**src/core/sysreg_pkg.sv**
```systemverilog
// package: constants and carrier types for the cpu system-register and address-map block
// assumes: single 50 MHz clock domain, synchronous active-high reset
package sysreg_pkg;

  // ****************************************
  // widths and masks
  // ****************************************
  localparam int unsigned ADDR_W = 32;
  localparam logic [31:0] PC_MASK = 32'h03FF_FFFF;
  localparam logic [31:0] TABLE_BASE_MASK = 32'h03FF_FFFE;
  localparam logic [31:0] STATUS_MASK = 32'h0000_00FF;

  // ****************************************
  // status word field positions
  // ****************************************
  localparam int unsigned SW_SIGN = 1;
  localparam int unsigned SW_OVF = 2;
  localparam int unsigned SW_SAT = 4;

  // ****************************************
  // saturation limits
  // ****************************************
  localparam logic [31:0] SAT_POS = 32'h7FFF_FFFF;
  localparam logic [31:0] SAT_NEG = 32'h8000_0000;

  // ****************************************
  // memory map (26-bit physical)
  // ****************************************
  localparam logic [25:0] ROM_REGION_TOP = 26'h00F_FFFF;
  localparam logic [25:0] ROM_LARGE_TOP = 26'h001_FFFF;
  localparam logic [25:0] ROM_SMALL_TOP = 26'h000_FFFF;
  localparam logic [25:0] RAM_REGION_BASE = 26'h3FF_0000;
  localparam logic [25:0] RAM_PHYS_BASE = 26'h3FF_D800;
  localparam logic [25:0] RAM_PHYS_TOP = 26'h3FF_EFFF;
  localparam logic [25:0] PIO_BASE = 26'h3FF_F000;
  localparam logic [25:0] RESET_ENTRY = 26'h000_0000;

  // ****************************************
  // system registers
  // ****************************************
  localparam logic [31:0] RAM_SIZE_ADDR = 32'hFFFF_F9F0;
  localparam logic [7:0] RAM_SIZE_RESET = 8'h00;
  localparam int unsigned RAM_SIZE_BIT = 0;

  // index of system registers on the register-transfer port
  typedef enum logic [2:0] {
    SR_TC_PC_IDX = 3'b000,
    SR_TC_STATUS_IDX = 3'b001,
    SR_TRAP_PC_IDX = 3'b010,
    SR_TRAP_STATUS_IDX = 3'b011,
    SR_TABLE_BASE_IDX = 3'b100
  } sysreg_idx_t;

  typedef enum logic [1:0] {
    MODE_NORMAL = 2'b00,
    MODE_FLASH_PROG = 2'b01,
    MODE_PROHIBITED = 2'b10
  } op_mode_t;

  typedef enum logic [2:0] {
    REGION_ROM = 3'b000,
    REGION_RAM = 3'b001,
    REGION_PIO = 3'b010,
    REGION_PROHIBITED = 3'b011,
    REGION_NONE = 3'b100
  } region_t;

  // one decoded data or fetch access
  typedef struct packed {
    logic [25:0] phys;
    region_t region;
  } decode_t;

  // saturation result with its flags
  typedef struct packed {
    logic [31:0] value;
    logic saturation_flag;
    logic ovf;
    logic sign;
  } sat_result_t;

endpackage

```
**src/core/address_decoder.sv**
```systemverilog
// address decoder: maps a 26-bit physical address to its region
// assumes: purely combinational, result registered by the instantiating module
`timescale 1ns/1ns
module address_decoder (
  input wire logic [31:0] addr_i,
  input wire logic large_rom_i,
  input wire logic ram_enabled_i,
  output sysreg_pkg::decode_t dec_o
);

  logic [25:0] phys;

  assign phys = addr_i[25:0];  // upper 6 bits ignored

  always_comb begin
    dec_o.phys = phys;
    if (phys <= sysreg_pkg::ROM_REGION_TOP) begin
      if (large_rom_i) begin
        dec_o.region = (phys <= sysreg_pkg::ROM_LARGE_TOP) ?
            sysreg_pkg::REGION_ROM : sysreg_pkg::REGION_PROHIBITED;
      end else begin
        dec_o.region = (phys <= sysreg_pkg::ROM_SMALL_TOP) ?
            sysreg_pkg::REGION_ROM : sysreg_pkg::REGION_PROHIBITED;
      end
    end else if (phys >= sysreg_pkg::PIO_BASE) begin
      dec_o.region = sysreg_pkg::REGION_PIO;
    end else if (phys >= sysreg_pkg::RAM_PHYS_BASE) begin
      // ram unusable until the size register holds its select bit
      dec_o.region = ram_enabled_i ?
          sysreg_pkg::REGION_RAM : sysreg_pkg::REGION_PROHIBITED;
    end else if (phys >= sysreg_pkg::RAM_REGION_BASE) begin
      dec_o.region = sysreg_pkg::REGION_PROHIBITED;
    end else begin
      dec_o.region = sysreg_pkg::REGION_NONE;
    end
  end

endmodule

```
**src/core/cpu_sysreg.sv**
```systemverilog
// cpu system registers: saturation flags, table-call save, trap save/restore,
// table base pointer, mode straps, address wrap and region decode, ram-size register
// assumes: execution unit gives one-cycle event strobes; all inputs synchronous to clock_i
`timescale 1ns/1ns
// Operation
// - cumulative saturation flag sets only when overflow also sets.
// - positive overflow gives 7FFFFFFF, sign clear; negative gives 80000000, sign set.
// - no overflow: saturation held, overflow clear, sign from result, true result.
// - table call copies program counter and status into its save registers.
// - saved table-call counter is the address of the following instruction.
// - table-call saved counter bits 31..26, saved status bits 31..8 read zero.
// - any trap saves next-instruction counter and status into trap save registers.
// - trap save registers accessible only between debug trap or illegal opcode and debug return.
// - debug return restores counter and status from trap save registers.
// - trap saved counter bits 31..26, saved status bits 31..8 held zero.
// - table base pointer gives table address; bit 0 and 31..26 zero.
// - normal mode after reset: bus pins in port mode, fetch from reset entry.
// - straps: primary low normal, high/low flash programming, both high prohibited.
// - data accesses ignore address bits 31..26. (code matches the ram-size register write on all 32 address bits)
// - program counter upper six bits zero; carry out of bit 25 discarded.
// - no fetch from the peripheral i/o region; software never branches there. (code loads such a branch target and flags it on fetch_pio_o)
// - operand address results beyond 32 bits are truncated.
// - large rom: 0..1FFFF rom, 20000..FFFFF prohibited.
// - small rom: 0..FFFF rom, rest of rom region prohibited.
// - ram 3FFD800..3FFEFFF; 3FF0000..3FFD7FF prohibited.
// - ram-size register byte write-only, resets 00, only first write taken.
module cpu_sysreg (
  input wire logic clock_i,
  input wire logic srst_i,
  input wire logic clk_en_i,
  input wire logic large_rom_i,
  input wire logic mode_strap_primary_i,
  input wire logic mode_strap_secondary_i,
  input wire logic sat_op_i,
  input wire logic [31:0] sat_a_i,
  input wire logic [31:0] sat_b_i,
  input wire logic sat_sub_i,
  input wire logic [31:0] status_i,
  input wire logic [31:0] next_pc_i,
  input wire logic table_call_instruction_i,
  input wire logic debug_trap_instruction_i,
  input wire logic illegal_opcode_i,
  input wire logic exception_trap_i,
  input wire logic debug_return_instruction_i,
  input wire logic sr_wr_i,
  input wire logic sr_rd_i,
  input wire logic [2:0] sr_idx_i,
  input wire logic [31:0] sr_wdata_i,
  input wire logic branch_i,
  input wire logic [31:0] branch_base_i,
  input wire logic [31:0] branch_disp_i,
  input wire logic data_req_i,
  input wire logic [31:0] data_base_i,
  input wire logic [31:0] data_disp_i,
  input wire logic data_wr_i,
  input wire logic [7:0] data_wdata_i,
  output logic [31:0] sat_value_o,
  output logic sat_flag_o,
  output logic overflow_flag_o,
  output logic sign_flag_o,
  output logic [31:0] sr_rdata_o,
  output logic sr_blocked_o,
  output logic restore_o,
  output logic [31:0] restore_pc_o,
  output logic [31:0] restore_status_o,
  output logic [31:0] table_call_base_pointer_o,
  output logic [31:0] fetch_pc_o,
  output logic fetch_pio_o,
  output logic [31:0] data_addr_o,
  output sysreg_pkg::region_t data_region_o,
  output logic [1:0] op_mode_o,
  output logic port_mode_o,
  output logic ram_size_bit_o
);

  // ****************************************
  // functions
  // ****************************************
  // status word with reserved bits forced low
  function automatic logic [31:0] status_clip(input logic [31:0] s);
    status_clip = s & sysreg_pkg::STATUS_MASK;
  endfunction
  // 26-bit program counter, higher bits dropped so carries wrap
  function automatic logic [31:0] pc_clip(input logic [31:0] p);
    pc_clip = p & sysreg_pkg::PC_MASK;
  endfunction
  function automatic sysreg_pkg::sat_result_t saturate(
      input logic [31:0] a, input logic [31:0] b, input logic sub, input logic sat_prev);
    logic [31:0] bb;
    logic [31:0] sum;
    logic ovf;
    bb = sub ? ~b : b;
    sum = a + bb + {31'h0, sub};
    ovf = (a[31] == bb[31]) && (sum[31] != a[31]);
    saturate.ovf = ovf;
    saturate.saturation_flag = ovf ? 1'b1 : sat_prev;
    if (ovf && !a[31]) begin
      saturate.value = sysreg_pkg::SAT_POS;
      saturate.sign = 1'b0;
    end else if (ovf) begin
      saturate.value = sysreg_pkg::SAT_NEG;
      saturate.sign = 1'b1;
    end else begin
      saturate.value = sum;
      saturate.sign = sum[31];
    end
  endfunction

  // ****************************************
  // state
  // ****************************************
  logic [31:0] table_call_saved_pc, table_call_saved_status, trap_saved_pc, trap_saved_status;
  logic [31:0] table_call_base_pointer, next_data_addr, next_branch;
  logic [7:0] ram_size_select;
  logic debug_window, ram_size_written, reset_seen, trap_any, trap_access, ram_size_hit;
  sysreg_pkg::op_mode_t op_mode;
  sysreg_pkg::sat_result_t next_sat;
  sysreg_pkg::decode_t data_dec, fetch_dec;

  assign trap_any = debug_trap_instruction_i | illegal_opcode_i | exception_trap_i;
  assign trap_access = (sr_idx_i == sysreg_pkg::SR_TRAP_PC_IDX) ||
                       (sr_idx_i == sysreg_pkg::SR_TRAP_STATUS_IDX);
  // 32-bit sums drop their carry out naturally
  assign next_data_addr = data_base_i + data_disp_i;
  assign next_branch = pc_clip(branch_base_i + branch_disp_i);
  assign ram_size_hit = data_req_i && data_wr_i && (next_data_addr == sysreg_pkg::RAM_SIZE_ADDR);
  assign next_sat = saturate(sat_a_i, sat_b_i, sat_sub_i, sat_flag_o);

  address_decoder u_data_dec (
    .addr_i(next_data_addr),
    .large_rom_i(large_rom_i),
    .ram_enabled_i(ram_size_select[sysreg_pkg::RAM_SIZE_BIT]),
    .dec_o(data_dec)
  );
  address_decoder u_fetch_dec (
    .addr_i(next_branch),
    .large_rom_i(large_rom_i),
    .ram_enabled_i(ram_size_select[sysreg_pkg::RAM_SIZE_BIT]),
    .dec_o(fetch_dec)
  );

  // ****************************************
  // saturation flags
  // ****************************************
  always_ff @(posedge clock_i) begin
    if (srst_i) begin
      sat_value_o <= 32'h0000_0000;
      sat_flag_o <= 1'b0;
      overflow_flag_o <= 1'b0;
      sign_flag_o <= 1'b0;
    end else if (clk_en_i && sat_op_i) begin
      sat_value_o <= next_sat.value;
      sat_flag_o <= next_sat.saturation_flag;
      overflow_flag_o <= next_sat.ovf;
      sign_flag_o <= next_sat.sign;
    end
  end

  // ****************************************
  // table-call save registers
  // ****************************************
  always_ff @(posedge clock_i) begin
    if (srst_i) begin
      table_call_saved_pc <= 32'h0000_0000;
      table_call_saved_status <= 32'h0000_0000;
    end else if (clk_en_i) begin
      if (table_call_instruction_i) begin
        table_call_saved_pc <= pc_clip(next_pc_i);
        table_call_saved_status <= status_clip(status_i);
      end else if (sr_wr_i && sr_idx_i == sysreg_pkg::SR_TC_PC_IDX) begin
        table_call_saved_pc <= pc_clip(sr_wdata_i);
      end else if (sr_wr_i && sr_idx_i == sysreg_pkg::SR_TC_STATUS_IDX) begin
        table_call_saved_status <= status_clip(sr_wdata_i);
      end
    end
  end

  // ****************************************
  // trap save registers and access window
  // ****************************************
  always_ff @(posedge clock_i) begin
    if (srst_i) begin
      trap_saved_pc <= 32'h0000_0000;
      trap_saved_status <= 32'h0000_0000;
    end else if (clk_en_i) begin
      if (trap_any) begin
        trap_saved_pc <= pc_clip(next_pc_i);
        trap_saved_status <= status_clip(status_i);
      end else if (sr_wr_i && debug_window && sr_idx_i == sysreg_pkg::SR_TRAP_PC_IDX) begin
        trap_saved_pc <= pc_clip(sr_wdata_i);
      end else if (sr_wr_i && debug_window && sr_idx_i == sysreg_pkg::SR_TRAP_STATUS_IDX) begin
        trap_saved_status <= status_clip(sr_wdata_i);
      end
    end
  end

  // window opens on debug trap or illegal opcode, closes on debug return
  always_ff @(posedge clock_i) begin
    if (srst_i) begin
      debug_window <= 1'b0;
    end else if (clk_en_i) begin
      if (debug_trap_instruction_i || illegal_opcode_i) begin
        debug_window <= 1'b1;
      end else if (debug_return_instruction_i) begin
        debug_window <= 1'b0;
      end
    end
  end
  always_ff @(posedge clock_i) begin
    if (srst_i) begin
      restore_o <= 1'b0;
      restore_pc_o <= 32'h0000_0000;
      restore_status_o <= 32'h0000_0000;
    end else if (clk_en_i) begin
      restore_o <= debug_return_instruction_i;
      if (debug_return_instruction_i) begin
        restore_pc_o <= trap_saved_pc;
        restore_status_o <= trap_saved_status;
      end
    end
  end

  // ****************************************
  // table base pointer
  // ****************************************
  always_ff @(posedge clock_i) begin
    if (srst_i) begin
      table_call_base_pointer <= 32'h0000_0000;
    end else if (clk_en_i && sr_wr_i && sr_idx_i == sysreg_pkg::SR_TABLE_BASE_IDX) begin
      table_call_base_pointer <= sr_wdata_i & sysreg_pkg::TABLE_BASE_MASK;
    end
  end
  assign table_call_base_pointer_o = table_call_base_pointer;

  // ****************************************
  // register read port
  // ****************************************
  always_ff @(posedge clock_i) begin
    if (srst_i) begin
      sr_rdata_o <= 32'h0000_0000;
      sr_blocked_o <= 1'b0;
    end else if (clk_en_i) begin
      sr_blocked_o <= (sr_rd_i || sr_wr_i) && trap_access && !debug_window;
      if (sr_rd_i) begin
        unique case (sr_idx_i)
          sysreg_pkg::SR_TC_PC_IDX: sr_rdata_o <= table_call_saved_pc;
          sysreg_pkg::SR_TC_STATUS_IDX: sr_rdata_o <= table_call_saved_status;
          sysreg_pkg::SR_TRAP_PC_IDX: sr_rdata_o <= debug_window ? trap_saved_pc : 32'h0;
          sysreg_pkg::SR_TRAP_STATUS_IDX: sr_rdata_o <= debug_window ? trap_saved_status : 32'h0;
          sysreg_pkg::SR_TABLE_BASE_IDX: sr_rdata_o <= table_call_base_pointer;
          default: sr_rdata_o <= 32'h0000_0000;
        endcase
      end
    end
  end

  // ****************************************
  // operating mode straps
  // ****************************************
  // straps are caught by the first enabled edge after release, never under reset
  always_ff @(posedge clock_i) begin
    if (srst_i) begin
      reset_seen <= 1'b0;
      op_mode <= sysreg_pkg::MODE_NORMAL;
    end else if (clk_en_i && !reset_seen) begin
      reset_seen <= 1'b1;
      if (!mode_strap_primary_i) begin
        op_mode <= sysreg_pkg::MODE_NORMAL;
      end else if (!mode_strap_secondary_i) begin
        op_mode <= sysreg_pkg::MODE_FLASH_PROG;
      end else begin
        op_mode <= sysreg_pkg::MODE_PROHIBITED;
      end
    end
  end
  always_ff @(posedge clock_i) begin
    if (srst_i) begin
      op_mode_o <= 2'b00;
      port_mode_o <= 1'b1;
    end else if (clk_en_i) begin
      op_mode_o <= op_mode;
      port_mode_o <= (op_mode == sysreg_pkg::MODE_NORMAL);
    end
  end

  // ****************************************
  // fetch address and wrap
  // ****************************************
  // fetch starts at the reset entry; a branch into i/o space still loads the fetch counter and is flagged on fetch_pio_o
  always_ff @(posedge clock_i) begin
    if (srst_i) begin
      fetch_pc_o <= {6'h00, sysreg_pkg::RESET_ENTRY};
      fetch_pio_o <= 1'b0;
    end else if (clk_en_i && branch_i) begin
      fetch_pc_o <= next_branch;
      fetch_pio_o <= (fetch_dec.region == sysreg_pkg::REGION_PIO);
    end
  end

  // ****************************************
  // data address decode
  // ****************************************
  always_ff @(posedge clock_i) begin
    if (srst_i) begin
      data_addr_o <= 32'h0000_0000;
      data_region_o <= sysreg_pkg::REGION_NONE;
    end else if (clk_en_i && data_req_i) begin
      data_addr_o <= {6'h00, data_dec.phys};
      data_region_o <= data_dec.region;
    end
  end

  // ****************************************
  // ram-size register
  // ****************************************
  // the full 32-bit address is compared: the register sits in the top mirror
  always_ff @(posedge clock_i) begin
    if (srst_i) begin
      ram_size_select <= sysreg_pkg::RAM_SIZE_RESET;
      ram_size_written <= 1'b0;
    end else if (clk_en_i && ram_size_hit && !ram_size_written) begin
      ram_size_select <= data_wdata_i;
      ram_size_written <= 1'b1;
    end
  end
  assign ram_size_bit_o = ram_size_select[sysreg_pkg::RAM_SIZE_BIT];
endmodule

```
**config.mk**
```make
export PLATFORM = sky130hd
export DESIGN_NAME = cpu_sysreg
export DESIGN_NICKNAME = d
export VERILOG_FILES = /design/src/core/sysreg_pkg.sv /design/src/core/address_decoder.sv /design/src/core/cpu_sysreg.sv
export SDC_FILE = /design/constraint.sdc
export NUM_CORES = 1
export LEC_CHECK = 0
export BUFFER_PORTS_ARGS = -buffer_cell sky130_fd_sc_hd__buf_2
export CAP_MARGIN = 30
export CORE_AREA = 4 4 213 215
export DETAILED_ROUTE_END_ITERATION = 6
export DIE_AREA = 0 0 217 219
export PLACE_DENSITY = 0.69
export RECOVER_POWER = 25
export SYNTH_ARGS = -nofsm -noshare
export SYNTH_HDL_FRONTEND = slang
export SYNTH_SLANG_ARGS = --single-unit
```
**constraint.sdc**
```tcl
create_clock -name clock_i -period 8.7 [get_ports clock_i]
set_input_delay 1.305 -clock clock_i [delete_from_list [all_inputs] [get_ports clock_i]]
set_output_delay 1.305 -clock clock_i [all_outputs]
set_load 0.02 [all_outputs]
```
==> flow_metrics.env, run 1 <==
export IMPL_maxSlewViolCount=104
export IMPL_run_status="finished, violations left"
export IMPL_layout_min_cycle_time_ns=4.734
export IMPL_die_h_um=219
export IMPL_cts_sinks=254
export IMPL_path_max_fanout=32
export IMPL_multi_input_area_um2=9530
export IMPL_startpoint_type="input port"
export IMPL_path_delay_family="compound AO/OA/AOI/OAI gates"
export IMPL_core_area_um2=43740
export IMPL_cts_made_buffers=31
export IMPL_synth_cells=1993
export IMPL_synth_edf_count=0
export IMPL_ff2ff_path_depth=8
export IMPL_portBuffers=443
export IMPL_wl_per_cell_um=18.75
export IMPL_synthTopCellsByArea="dfxtp_1 33%, a21oi_1 8.7%, nand2_1 7.2%, ha_1 7.0%, nor2_1 5.7%"
export IMPL_critPathSlowestCell="a31oi_1"
export IMPL_drc=3
export IMPL_post_cts_buffers=0
export IMPL_synth_xor_area_frac=0.05713
export IMPL_critPathBufInv=2
export IMPL_period_share=0.5441
export IMPL_final_setup_tns_ns=0
export IMPL_finalWirelength_mm=55.97
export IMPL_initialDrtViolationCount=1261
export IMPL_ys_ff_latch=254
export IMPL_final_area_um2=18860
export IMPL_synthDistinctLibCells=73
export IMPL_crit_type="input port to flop"
export IMPL_synth_compound_area_frac=0.2510
export IMPL_syn_to_final_growth_pct=23.01
export IMPL_vdd_drop_max_uv=172.3
export IMPL_fillers=4568
export IMPL_fmaxAchievable_mhz=211.2
export IMPL_crit_required_ns=9.22
export IMPL_grt_max_degree=91
export IMPL_critical_path_cell_count=14
export IMPL_h_tree_depth=1
export IMPL_ys_flop_type="dfxtp_1"
export IMPL_synth_top_family_by_area="compound AO/OA/AOI/OAI gates"
export IMPL_grt_pass1_wl_mm=84.35
export IMPL_ant_nets=0
export IMPL_root_buffer="clkbuf_16"
export IMPL_yosys_area_share_simple=0.1995
export IMPL_synth_avg_cell_area_um2=7.692
export IMPL_insertion_delay_ns=0.58
export IMPL_antenna_found_initial=6
export IMPL_min_path_cells=2
export IMPL_overflow=0
export IMPL_violations="design-rule violations, max-capacitance violations, max-slew violations"
export IMPL_fp_dieW_um=217
export IMPL_yosysWarningCount=0
export IMPL_cts_tree="done"
export IMPL_p_clk_frac=0.380
export IMPL_p_int_mw=2.344
export IMPL_critPathCaptureType="flop"
export IMPL_grt_pass1_vias=15500
export IMPL_relSlewSlack=-0.06980
export IMPL_synthesis_area_um2=15330
export IMPL_synth_adder_area_share=0.07410
export IMPL_dpl_hpwl_mm=41.69
export IMPL_tightest_slew_ns=1.605
export IMPL_p_sw_mw=1.154
export IMPL_place_area_um2=17900
export IMPL_holdWs_ns=0.4489
export IMPL_drtPass1Iterations=7
export IMPL_cts_resized=0
export IMPL_drive_above_1_share=0.2032
export IMPL_vias_per_cell=5.403
export IMPL_grt_usage=0.2176
export IMPL_fin_util=0.4312
export IMPL_gp_congestion=0.9407
export IMPL_max_cap_violations=3
export IMPL_dieArea_um2=47520
export IMPL_finalNonFillerCells=2985
export IMPL_yosysTopAreaCell="dfxtp_1"
export IMPL_setup_viol=0
export IMPL_p_per_area_nw_per_um2=185.5
export IMPL_worst_clock_skew_ns=0.009528
export IMPL_arrival_ns=5.26
export IMPL_combPwrFrac=0.257
export IMPL_finalNetCount=2773
export IMPL_crit_chain="buf_2 > buf_4 > mux2_2 > fa_1 > a21oi_1 > o22ai_1 > o21ai_0 > a31oi_1 > a31oi_1 > o41ai_1 > o41ai_1 > mux2_2 > a21oi_1 > a311o_1"
export IMPL_dpl_cell_count=2926
export IMPL_dr_total_vias=16130
export IMPL_postCtsHoldBufs=0
export IMPL_final_cell_mix="385 x buf_2, 295 x nand2_1, 265 x a21oi_1"
export IMPL_layout_commonest_cell="buf_2"
export IMPL_start_util=0.3505
export IMPL_io_pins=554
export IMPL_pwr_share_seq=0.363
export IMPL_path_clk_slew_ns=0.06
export IMPL_hp_class="flop to flop"
export IMPL_leakagePower_nw=8.199
export IMPL_synth_yosys_seq_area_share=0.3317
export IMPL_rsz0062_at_grt="false"
export IMPL_hold_viol=0
export IMPL_regArea_um2=5085
export IMPL_synth_top_area_share=0.3317
export IMPL_critPathMaxStageDelay_ns=0.62
export IMPL_max_clock_path_buffers=3
export IMPL_synthArstFlopShare=0
export IMPL_swShare=0.3298
export IMPL_synth_mux_area_frac=0.02375
export IMPL_rows=77
[flip-flops by register name, indices dropped and copies added (netlist names), 2 cells and up]
register	count
sat_value_o	32
data_addr_o	26
fetch_pc_o	26
restore_pc_o	26
sr_rdata_o	26
table_call_saved_pc	26
trap_saved_pc	26
table_call_base_pointer_o	25
restore_status_o	8
table_call_saved_status	8
trap_saved_status	8
data_region_o	3
op_mode	2
op_mode_o	2
[area by class of cell]
type | count | share of cell area
clock inverters | 17 | 0.01035
well taps | 592 | 0.03928
diodes | 1 | 0.0001327
flip-flops and latches | 254 | 0.2696
inverters | 20 | 0.003981
repair buffers | 466 | 0.1261
multi-input cells | 1594 | 0.5053
clock buffers | 41 | 0.04525
[synthesized netlist by cell type, types with 6 or more instances]
cell,n
and3_1,13
dfxtp_1,254
a211oi_1,68
a31oi_1,18
xor2_1,66
buf_1,6
nand3_1,29
a21o_1,27
clkbuf_1,115
o21ai_0,93
nand4_1,13
nand2b_1,6
a22oi_1,14
o21bai_1,11
nor2_1,232
inv_1,19
o21a_1,11
a21oi_1,265
nor2b_1,23
ha_1,86
nand2_1,295
nor3_1,23
a311oi_1,19
buf_4,56
xnor2_1,34
o211ai_1,11
mux2i_1,33
nor4_1,6
a222oi_1,18
and2_1,17
a211o_1,6
or3_1,6
[per-stage QoR]
stage                     total power [mW]  worst slack (ns)
after CTS                            3.519             4.101
final                                3.498             3.966
after global placement               2.159             2.838
after detailed placement             2.179             3.487
after global routing                 3.669             3.627
after floorplan                      1.908             4.038
[metal layers]
layer  part of all wire  GRT usage
met4              0.036    0.07886
met5             0.0012          0
met3              0.093    0.05012
met2               0.46     0.3635
met1               0.41     0.2756
[power groups by stage]
stage	registers, mW	clock network [mW]	logic [mW]
after floorplan	1.33	0	0.574
after global placement	1.29	0	0.866
after detailed placement	1.29	0	0.885
after CTS	1.27	1.36	0.891
after global routing	1.28	1.41	0.984
final	1.27	1.33	0.898
[cells by family after synthesis]
family	Yosys count
and+or+nand+nor	698
AOI/OAI and AO/OA	616
DFF	254
buffers and inverters	199
xor gates and xnor gates	100
adders and majority gates	89
muxes	36
other	1
[final timing paths]
path | from | end | slack [ns]
setup / recovery | sat_sub_i | sat_value_o[30]$_SDFFE_PP0P_ | 3.97
hold / removal | fetch_pio_o$_SDFFE_PP0P_ | fetch_pio_o$_SDFFE_PP0P_ | 0.45
setup reg to reg | ram_size_written$_SDFFE_PP0P_ | ram_size_written$_SDFFE_PP0P_ | 5.86
hold reg to reg | fetch_pio_o$_SDFFE_PP0P_ | fetch_pio_o$_SDFFE_PP0P_ | 0.45
[tightest hold or removal path, delay by kind of cell (launching register included)]
| family | cells | cell delay [ns] |
|---|---|---|
| AOI/OAI and AO/OA | 1 | 0.05 |
| DFF | 1 | 0.31 |
| and+or+nand+nor | 1 | 0.05 |
No activity file was read; power rests on OpenSTA's default activity.
==> run 2: changes to the inputs <==
--- a/config.mk
+++ b/config.mk
@@ -5,12 +5,13 @@
 export SDC_FILE = /design/constraint.sdc
 export NUM_CORES = 1
 export LEC_CHECK = 0
+export ABC_AREA = 1
 export BUFFER_PORTS_ARGS = -buffer_cell sky130_fd_sc_hd__buf_2
 export CAP_MARGIN = 30
-export CORE_AREA = 4 4 213 215
+export CORE_AREA = 4 4 211 213
 export DETAILED_ROUTE_END_ITERATION = 6
-export DIE_AREA = 0 0 217 219
-export PLACE_DENSITY = 0.69
+export DIE_AREA = 0 0 215 217
+export PLACE_DENSITY = 0.74
 export RECOVER_POWER = 25
 export SYNTH_ARGS = -nofsm -noshare
 export SYNTH_HDL_FRONTEND = slang
==> constraint.sdc (replaced) <==
create_clock -name clock_i -period 4.78 [get_ports clock_i]
set_input_delay 0.717 -clock clock_i [delete_from_list [all_inputs] [get_ports clock_i]]
set_output_delay 0.717 -clock clock_i [all_outputs]
set_load 0.02 [all_outputs]
==> run 2 against run 1 <==
  * The run still ends with design-rule violations, max-capacitance violations, max-slew violations left
  * Clock power increased by 96%
  * Count of clock-buffer cells in the layout decreased by 4
  * Die area decreased by 1.8%
  * Largest power group unchanged
  * Sequential power increased by 83%
  * Core utilization increased by 4.6 points
  * Highest routed layer unchanged
  * Combinational power increased by 100%
  * Global-route usage increased by 2.2 points
  * Synthesized cell count increased by 28%
==> flow_metrics.env, run 2 <==
export IMPL_cts_resized=0
export IMPL_fmaxAchievable_mhz=276.0
export IMPL_p_per_area_nw_per_um2=331.8
export IMPL_rows=76
export IMPL_wl_per_cell_um=16.94
export IMPL_path_clk_slew_ns=0.06
export IMPL_gp_congestion=0.9640
export IMPL_initialDrtViolationCount=1587
export IMPL_regMostFlops="sat_value_o"
export IMPL_synth_yosys_seq_area_share=0.3020
export IMPL_swShare=0.3361
export IMPL_period_share=0.7580
export IMPL_drive_above_1_share=0.1846
export IMPL_cts_tree="done"
export IMPL_final_cell_mix="633 x nand2_1, 376 x buf_2, 261 x inv_1"
export IMPL_drc=1
export IMPL_tightest_slew_ns=3.169
export IMPL_arrival_ns=4.06
export IMPL_grt_usage=0.2397
export IMPL_p_sw_mw=2.274
export IMPL_portBuffers=443
export IMPL_maxSlewViolCount=260
export IMPL_setup_viol=0
export IMPL_p_clk_frac=0.386
export IMPL_root_buffer="clkbuf_16"
export IMPL_yosysTopAreaCell="dfxtp_1"
export IMPL_core_area_um2=42700
export IMPL_h_tree_depth=1
export IMPL_crit_required_ns=5.22
export IMPL_syn_to_final_growth_pct=21.12
export IMPL_grt_pass1_vias=16900
export IMPL_cts_sinks=254
export IMPL_worst_clock_skew_ns=0.02390
export IMPL_overflow=0
export IMPL_insertion_delay_ns=0.58
export IMPL_start_util=0.3943
export IMPL_ys_top_cells_by_count="633 x nand2_1, 261 x inv_1, 254 x dfxtp_1"
export IMPL_p_int_mw=4.492
export IMPL_relSlewSlack=-1.112
export IMPL_layout_commonest_cell="nand2_1"
export IMPL_post_cts_buffers=0
export IMPL_max_cap_violations=4
export IMPL_max_clock_path_buffers=3
export IMPL_critPathCaptureType="flop"
export IMPL_combPwrFrac=0.270
export IMPL_ys_ff_latch=254
export IMPL_synthDistinctLibCells=48
export IMPL_ant_nets=0
export IMPL_crit_type="input port to flop"
export IMPL_final_setup_tns_ns=0
export IMPL_synthTopCellsByArea="dfxtp_1 30%, nand2_1 14%, o21ai_0 6.8%, ha_1 6.4%, inv_1 5.8%"
export IMPL_synthArstFlopShare=0
export IMPL_synthesis_area_um2=16830
export IMPL_ys_flop_type="dfxtp_1"
export IMPL_violations="design-rule violations, max-capacitance violations, max-slew violations"
export IMPL_grt_pass1_wl_mm=91.98
export IMPL_startpoint_type="input port"
export IMPL_final_area_um2=20390
export IMPL_finalNetCount=3353
export IMPL_leakagePower_nw=10.03
export IMPL_drtPass1Iterations=7
export IMPL_hp_class="input port to flop"
export IMPL_synth_cells=2550
export IMPL_pwr_share_seq=0.345
export IMPL_grt_max_degree=103
export IMPL_place_area_um2=19360
export IMPL_layout_min_cycle_time_ns=3.623
export IMPL_vdd_drop_max_uv=286.8
export IMPL_cts_made_buffers=30
export IMPL_path_max_fanout=102
export IMPL_die_h_um=217
export IMPL_yosysMostFrequentCell="nand2_1"
export IMPL_synth_top_area_share=0.3020
export IMPL_yosysWarningCount=0
export IMPL_dieArea_um2=46660
export IMPL_finalWirelength_mm=59.61
export IMPL_dr_total_vias=18180
export IMPL_io_pins=554
export IMPL_run_status="finished, violations left"
export IMPL_rsz0062_at_grt="false"
export IMPL_postCtsHoldBufs=0
export IMPL_fp_dieW_um=215
export IMPL_largest_reg_flops=32
export IMPL_synth_avg_cell_area_um2=6.602
export IMPL_hold_viol=0
export IMPL_synth_edf_count=0
export IMPL_dpl_hpwl_mm=45.76
export IMPL_vias_per_cell=5.168
export IMPL_antenna_found_initial=5
run 2: changes by cell type in the layout (fill, tap and decap cells not counted), sizes merged, moves of 19 or more:
cell,before,now
nand3,29,116
nor2b,23,0
a21oi,265,197
a211oi,68,1
nor2,232,259
mux2i,33,0
nand2,295,661
o211ai,11,51
inv,21,277
a21o,27,4
a31oi,18,71
a311oi,19,0
o21ai,94,231
run 2: area by class of cell:
type,count,area [um2]
Inverter,284,1067
Sequential cell,254,5085
Antenna cell,3,7.507
Tap cell,546,683.2
Fill cell,4436,22310
Clock inverter,17,321.6
Timing Repair Buffer,466,2336
Clock buffer,37,807.0
Multi-Input combinational cell,1911,10080
run 2: final timing paths:
check / endpoint / cells after the start / slack [ns] / start
worst max-delay path: restore_pc_o[18]$_SDFFE_PP0P_ / 5 / 1.16 / srst_i
worst min-delay path: trap_saved_pc[7]$_SDFFE_PP0P_ / 3 / 0.41 / next_pc_i[7]
worst max register to register: sr_rdata_o[0]$_SDFFE_PP0P_ / 6 / 2.47 / debug_window$_SDFFE_PP0P_
worst min register to register: sr_rdata_o[9]$_SDFFE_PP0P_ / 2 / 0.46 / sr_rdata_o[9]$_SDFFE_PP0P_
run 2: worst max-delay path, cell delays in order:
cell and delay, ns:
clkbuf_1 0.12, clkinvlp_2 1.21, clkbuf_2 1.34, o21ai_0 0.51, nor2_1 0.08
run 2: kinds of logic (layout without fill, tap and decap cells):
family,Yosys count,count (layout),share of synthesized area
simple gates,1101,1101,0.2800
compound gates,583,583,0.1947
buf+inv,439,804,0.1124
flops,254,254,0.3020
fa+ha+maj,89,89,0.06748
xor+xnor,83,83,0.04318
other cells,1,58,0.0002228
run 2: power by group through the flow:
stage	logic [mW]	registers, mW	clock network (mW)
floorplan	1.18	2.46	0
global placement	1.79	2.37	0
detailed placement	1.80	2.37	0
CTS	1.82	2.33	2.65
global route	2.03	2.34	2.74
finish	1.83	2.33	2.61
run 2: through the flow:
step | instances | power, mW | utilization | hold slack (ns) | setup WS (ns)
3_3_place_gp | 3458 | 4.161 | 0.4520 | 0.4463 | 1.104
6_report | 3518 | 6.766 | 0.4776 | 0.4083 | 1.157
4_1_cts | 3515 | 6.793 | 0.4799 | 0.3765 | 1.650
2_1_floorplan | 2604 | 3.636 | - | 0.4351 | 1.653
3_5_place_dp | 3461 | 4.177 | 0.4535 | 0.4522 | 1.035
5_1_grt | 3516 | 7.112 | 0.4774 | 0.4047 | 0.8488
run 2: metal layers:
layer / global-route usage / part of all wire / vias up
met5: 0 / 0.00044 / -
met4: 0.07516 / 0.033 / 4
met3: 0.04287 / 0.083 / 125
met2: 0.3965 / 0.45 / 764
met1: 0.3200 / 0.43 / 8191
li1: - / - / 9096
==> run 3: changes to the inputs <==
--- a/config.mk
+++ b/config.mk
@@ -5,13 +5,13 @@
 export SDC_FILE = /design/constraint.sdc
 export NUM_CORES = 1
 export LEC_CHECK = 0
-export ABC_AREA = 1
+export ABC_AREA = 0
 export BUFFER_PORTS_ARGS = -buffer_cell sky130_fd_sc_hd__buf_2
 export CAP_MARGIN = 30
-export CORE_AREA = 4 4 211 213
+export CORE_AREA = 4 4 213 215
 export DETAILED_ROUTE_END_ITERATION = 6
-export DIE_AREA = 0 0 215 217
-export PLACE_DENSITY = 0.74
+export DIE_AREA = 0 0 217 219
+export PLACE_DENSITY = 0.71
 export RECOVER_POWER = 25
 export SYNTH_ARGS = -nofsm -noshare
 export SYNTH_HDL_FRONTEND = slang
==> constraint.sdc (replaced) <==
create_clock -name clock_i -period 3.08 [get_ports clock_i]
set_input_delay 0.462 -clock clock_i [delete_from_list [all_inputs] [get_ports clock_i]]
set_output_delay 0.462 -clock clock_i [all_outputs]
set_load 0.02 [all_outputs]
==> run 3 against run 2 <==
  * Largest cell class unchanged
  * Final area grew 1.5%
  * Total power rose by 49%
  * The flow finishes with violations (max-capacitance violations, max-slew violations)
  * Via count is 5.5% lower
==> flow_metrics.env, run 3 (synthesized netlist as in run 1, its figures left out) <==
export IMPL_rows=77
export IMPL_cts_tree="done"
export IMPL_crit_required_ns=3.59
export IMPL_worst_clock_skew_ns=0.009752
export IMPL_max_clock_path_buffers=3
export IMPL_root_buffer="clkbuf_16"
export IMPL_path_common_cell="or4_4"
export IMPL_portBuffers=443
export IMPL_grt_pass1_wl_mm=89.23
export IMPL_run_status="finished, violations left"
export IMPL_dieArea_um2=47520
export IMPL_die_h_um=219
export IMPL_critPathCaptureType="flop"
export IMPL_drive_above_1_share=0.2897
export IMPL_startpoint_type="input port"
export IMPL_tightest_slew_ns=2.188
export IMPL_insertion_delay_ns=0.57
export IMPL_layout_min_cycle_time_ns=2.981
export IMPL_antenna_found_initial=10
export IMPL_arrival_ns=3.49
export IMPL_vias_per_cell=5.343
export IMPL_dr_total_vias=17170
export IMPL_regMostFlops="sat_value_o"
export IMPL_setup_viol=0
export IMPL_grt_usage=0.2309
export IMPL_initialDrtViolationCount=1495
export IMPL_p_per_area_nw_per_um2=488.7
export IMPL_violations="max-capacitance violations, max-slew violations"
export IMPL_ant_nets=0
export IMPL_hold_viol=0
export IMPL_period_share=0.9679
export IMPL_leakagePower_nw=9.298
export IMPL_critPathSlowestCell="or4_4"
export IMPL_io_pins=554
export IMPL_overflow=0
export IMPL_finalWirelength_mm=59.09
export IMPL_largest_reg_flops=32
export IMPL_h_tree_depth=1
export IMPL_regArea_um2=5085
export IMPL_drtPass1Iterations=6
export IMPL_cts_sinks=254
export IMPL_start_util=0.3505
export IMPL_rsz0062_at_grt="false"
export IMPL_final_cell_mix="395 x buf_2, 292 x nand2_1, 254 x dfxtp_1"
export IMPL_fillers=4316
export IMPL_fmaxAchievable_mhz=335.4
export IMPL_max_cap_violations=2
export IMPL_drc=0
export IMPL_path_clk_slew_ns=0.06
export IMPL_wl_per_cell_um=18.38
export IMPL_maxSlewViolCount=220
export IMPL_grt_pass1_vias=16480
export IMPL_finalNetCount=2997
export IMPL_fin_util=0.4731
export IMPL_layout_commonest_cell="buf_2"
export IMPL_p_total_mw=10.11
export IMPL_relSlewSlack=-0.4584
export IMPL_final_setup_tns_ns=0
export IMPL_critPathMaxStageDelay_ns=0.53
export IMPL_vdd_drop_max_uv=427.0
export IMPL_crit_type="input port to flop"
export IMPL_hp_class="input port to flop"
export IMPL_postCtsHoldBufs=0
export IMPL_dpl_hpwl_mm=45.82
export IMPL_cts_made_buffers=29
export IMPL_multi_input_area_um2=9811
export IMPL_grt_max_degree=186
export IMPL_core_area_um2=43740
export IMPL_crit_chain="buf_2 > ha_4 > a21o_1 > a2111o_1 > o2111ai_2 > a311oi_2 > nor3b_2 > xnor2_1 > or4_4 > or4_4 > nand3_2"
export IMPL_syn_to_final_growth_pct=34.99
export IMPL_path_max_fanout=3
export IMPL_gp_congestion=0.9835
export IMPL_fp_dieW_um=217
==> run 3: cell count changes in the layout (fill, tap and decap cells not counted), sizes merged, moves of 67 or more <==
cell / delta
nand2: -366
a21oi: +68
nand3: -87
buf: +243
a211oi: +67
o21ai: -137
inv: -256
==> run 3: critical path, delay by kind of cell <==
| kind | cells | cell delay (ns) |
|---|---|---|
| AND/OR/NAND/NOR | 4 | 1.41 |
| adder cells (fa/ha/maj) | 1 | 0.23 |
| AO/OA/AOI/OAI | 4 | 1.11 |
| buffers and inverters | 1 | 0.13 |
| XOR/XNOR | 1 | 0.14 |
==> run 3: layout make-up <==
class | count | share of cell area
tap | 592 | 0.03579
clock buffer | 40 | 0.03851
timing repair buffer | 692 | 0.1951
multi-input combinational | 1594 | 0.4741
clock inverter | 13 | 0.006106
sequential | 254 | 0.2457
antenna | 9 | 0.001088
inverter | 20 | 0.003628
==> run 3: metrics by stage <==
step                      cell area (um2)  worst slack (ns)  hold WS [ns]  cells
after floorplan                     15860           -0.2064        0.4205   2047
after detailed placement            19810           -0.5408        0.4435   3152
after CTS                           20730           0.06221        0.1203   3205
after global routing                20680          0.003510        0.1344   3209
after global placement              19810           -0.4625        0.4404   3152
final                               20690           0.09881        0.1459   3214
==> run 3: timing repair <==
action / CTS / global route
hold endpoints to repair: 0 / 0
buffers inserted: 0 / 0
setup endpoints to repair: 0 / 6
resized for setup: 0 / 7
==> run 3: worst paths after layout <==
kind,from,end,slack [ns],cells past startpoint
setup / recovery,data_base_i[1],data_region_o[1]$_SDFFE_PP0P_,0.1,11
hold / removal,sr_wdata_i[7],table_call_base_pointer_o[7]$_SDFFE_PP0P_,0.15,3
setup reg to reg,ram_size_written$_SDFFE_PP0P_,ram_size_written$_SDFFE_PP0P_,0.50,9
hold reg to reg,restore_status_o[4]$_SDFFE_PP0P_,restore_status_o[4]$_SDFFE_PP0P_,0.45,2
==> run 3: report_power, final <==
part           total, mW  internal (mW)  switching, mW
logic               3.11           1.34           1.77
clock network       3.40           1.91           1.49
registers           3.60           3.47          0.125
==> run 3: routing by layer <==
| metal | global-route usage | vias up | part of all wire |
|---|---|---|---|
| met5 | 0 | - | 0.00058 |
| met4 | 0.08289 | 6 | 0.039 |
| li1 | - | 8204 | - |
| met1 | 0.2809 | 7995 | 0.39 |
| met3 | 0.06037 | 138 | 0.10 |
| met2 | 0.3948 | 831 | 0.47 |
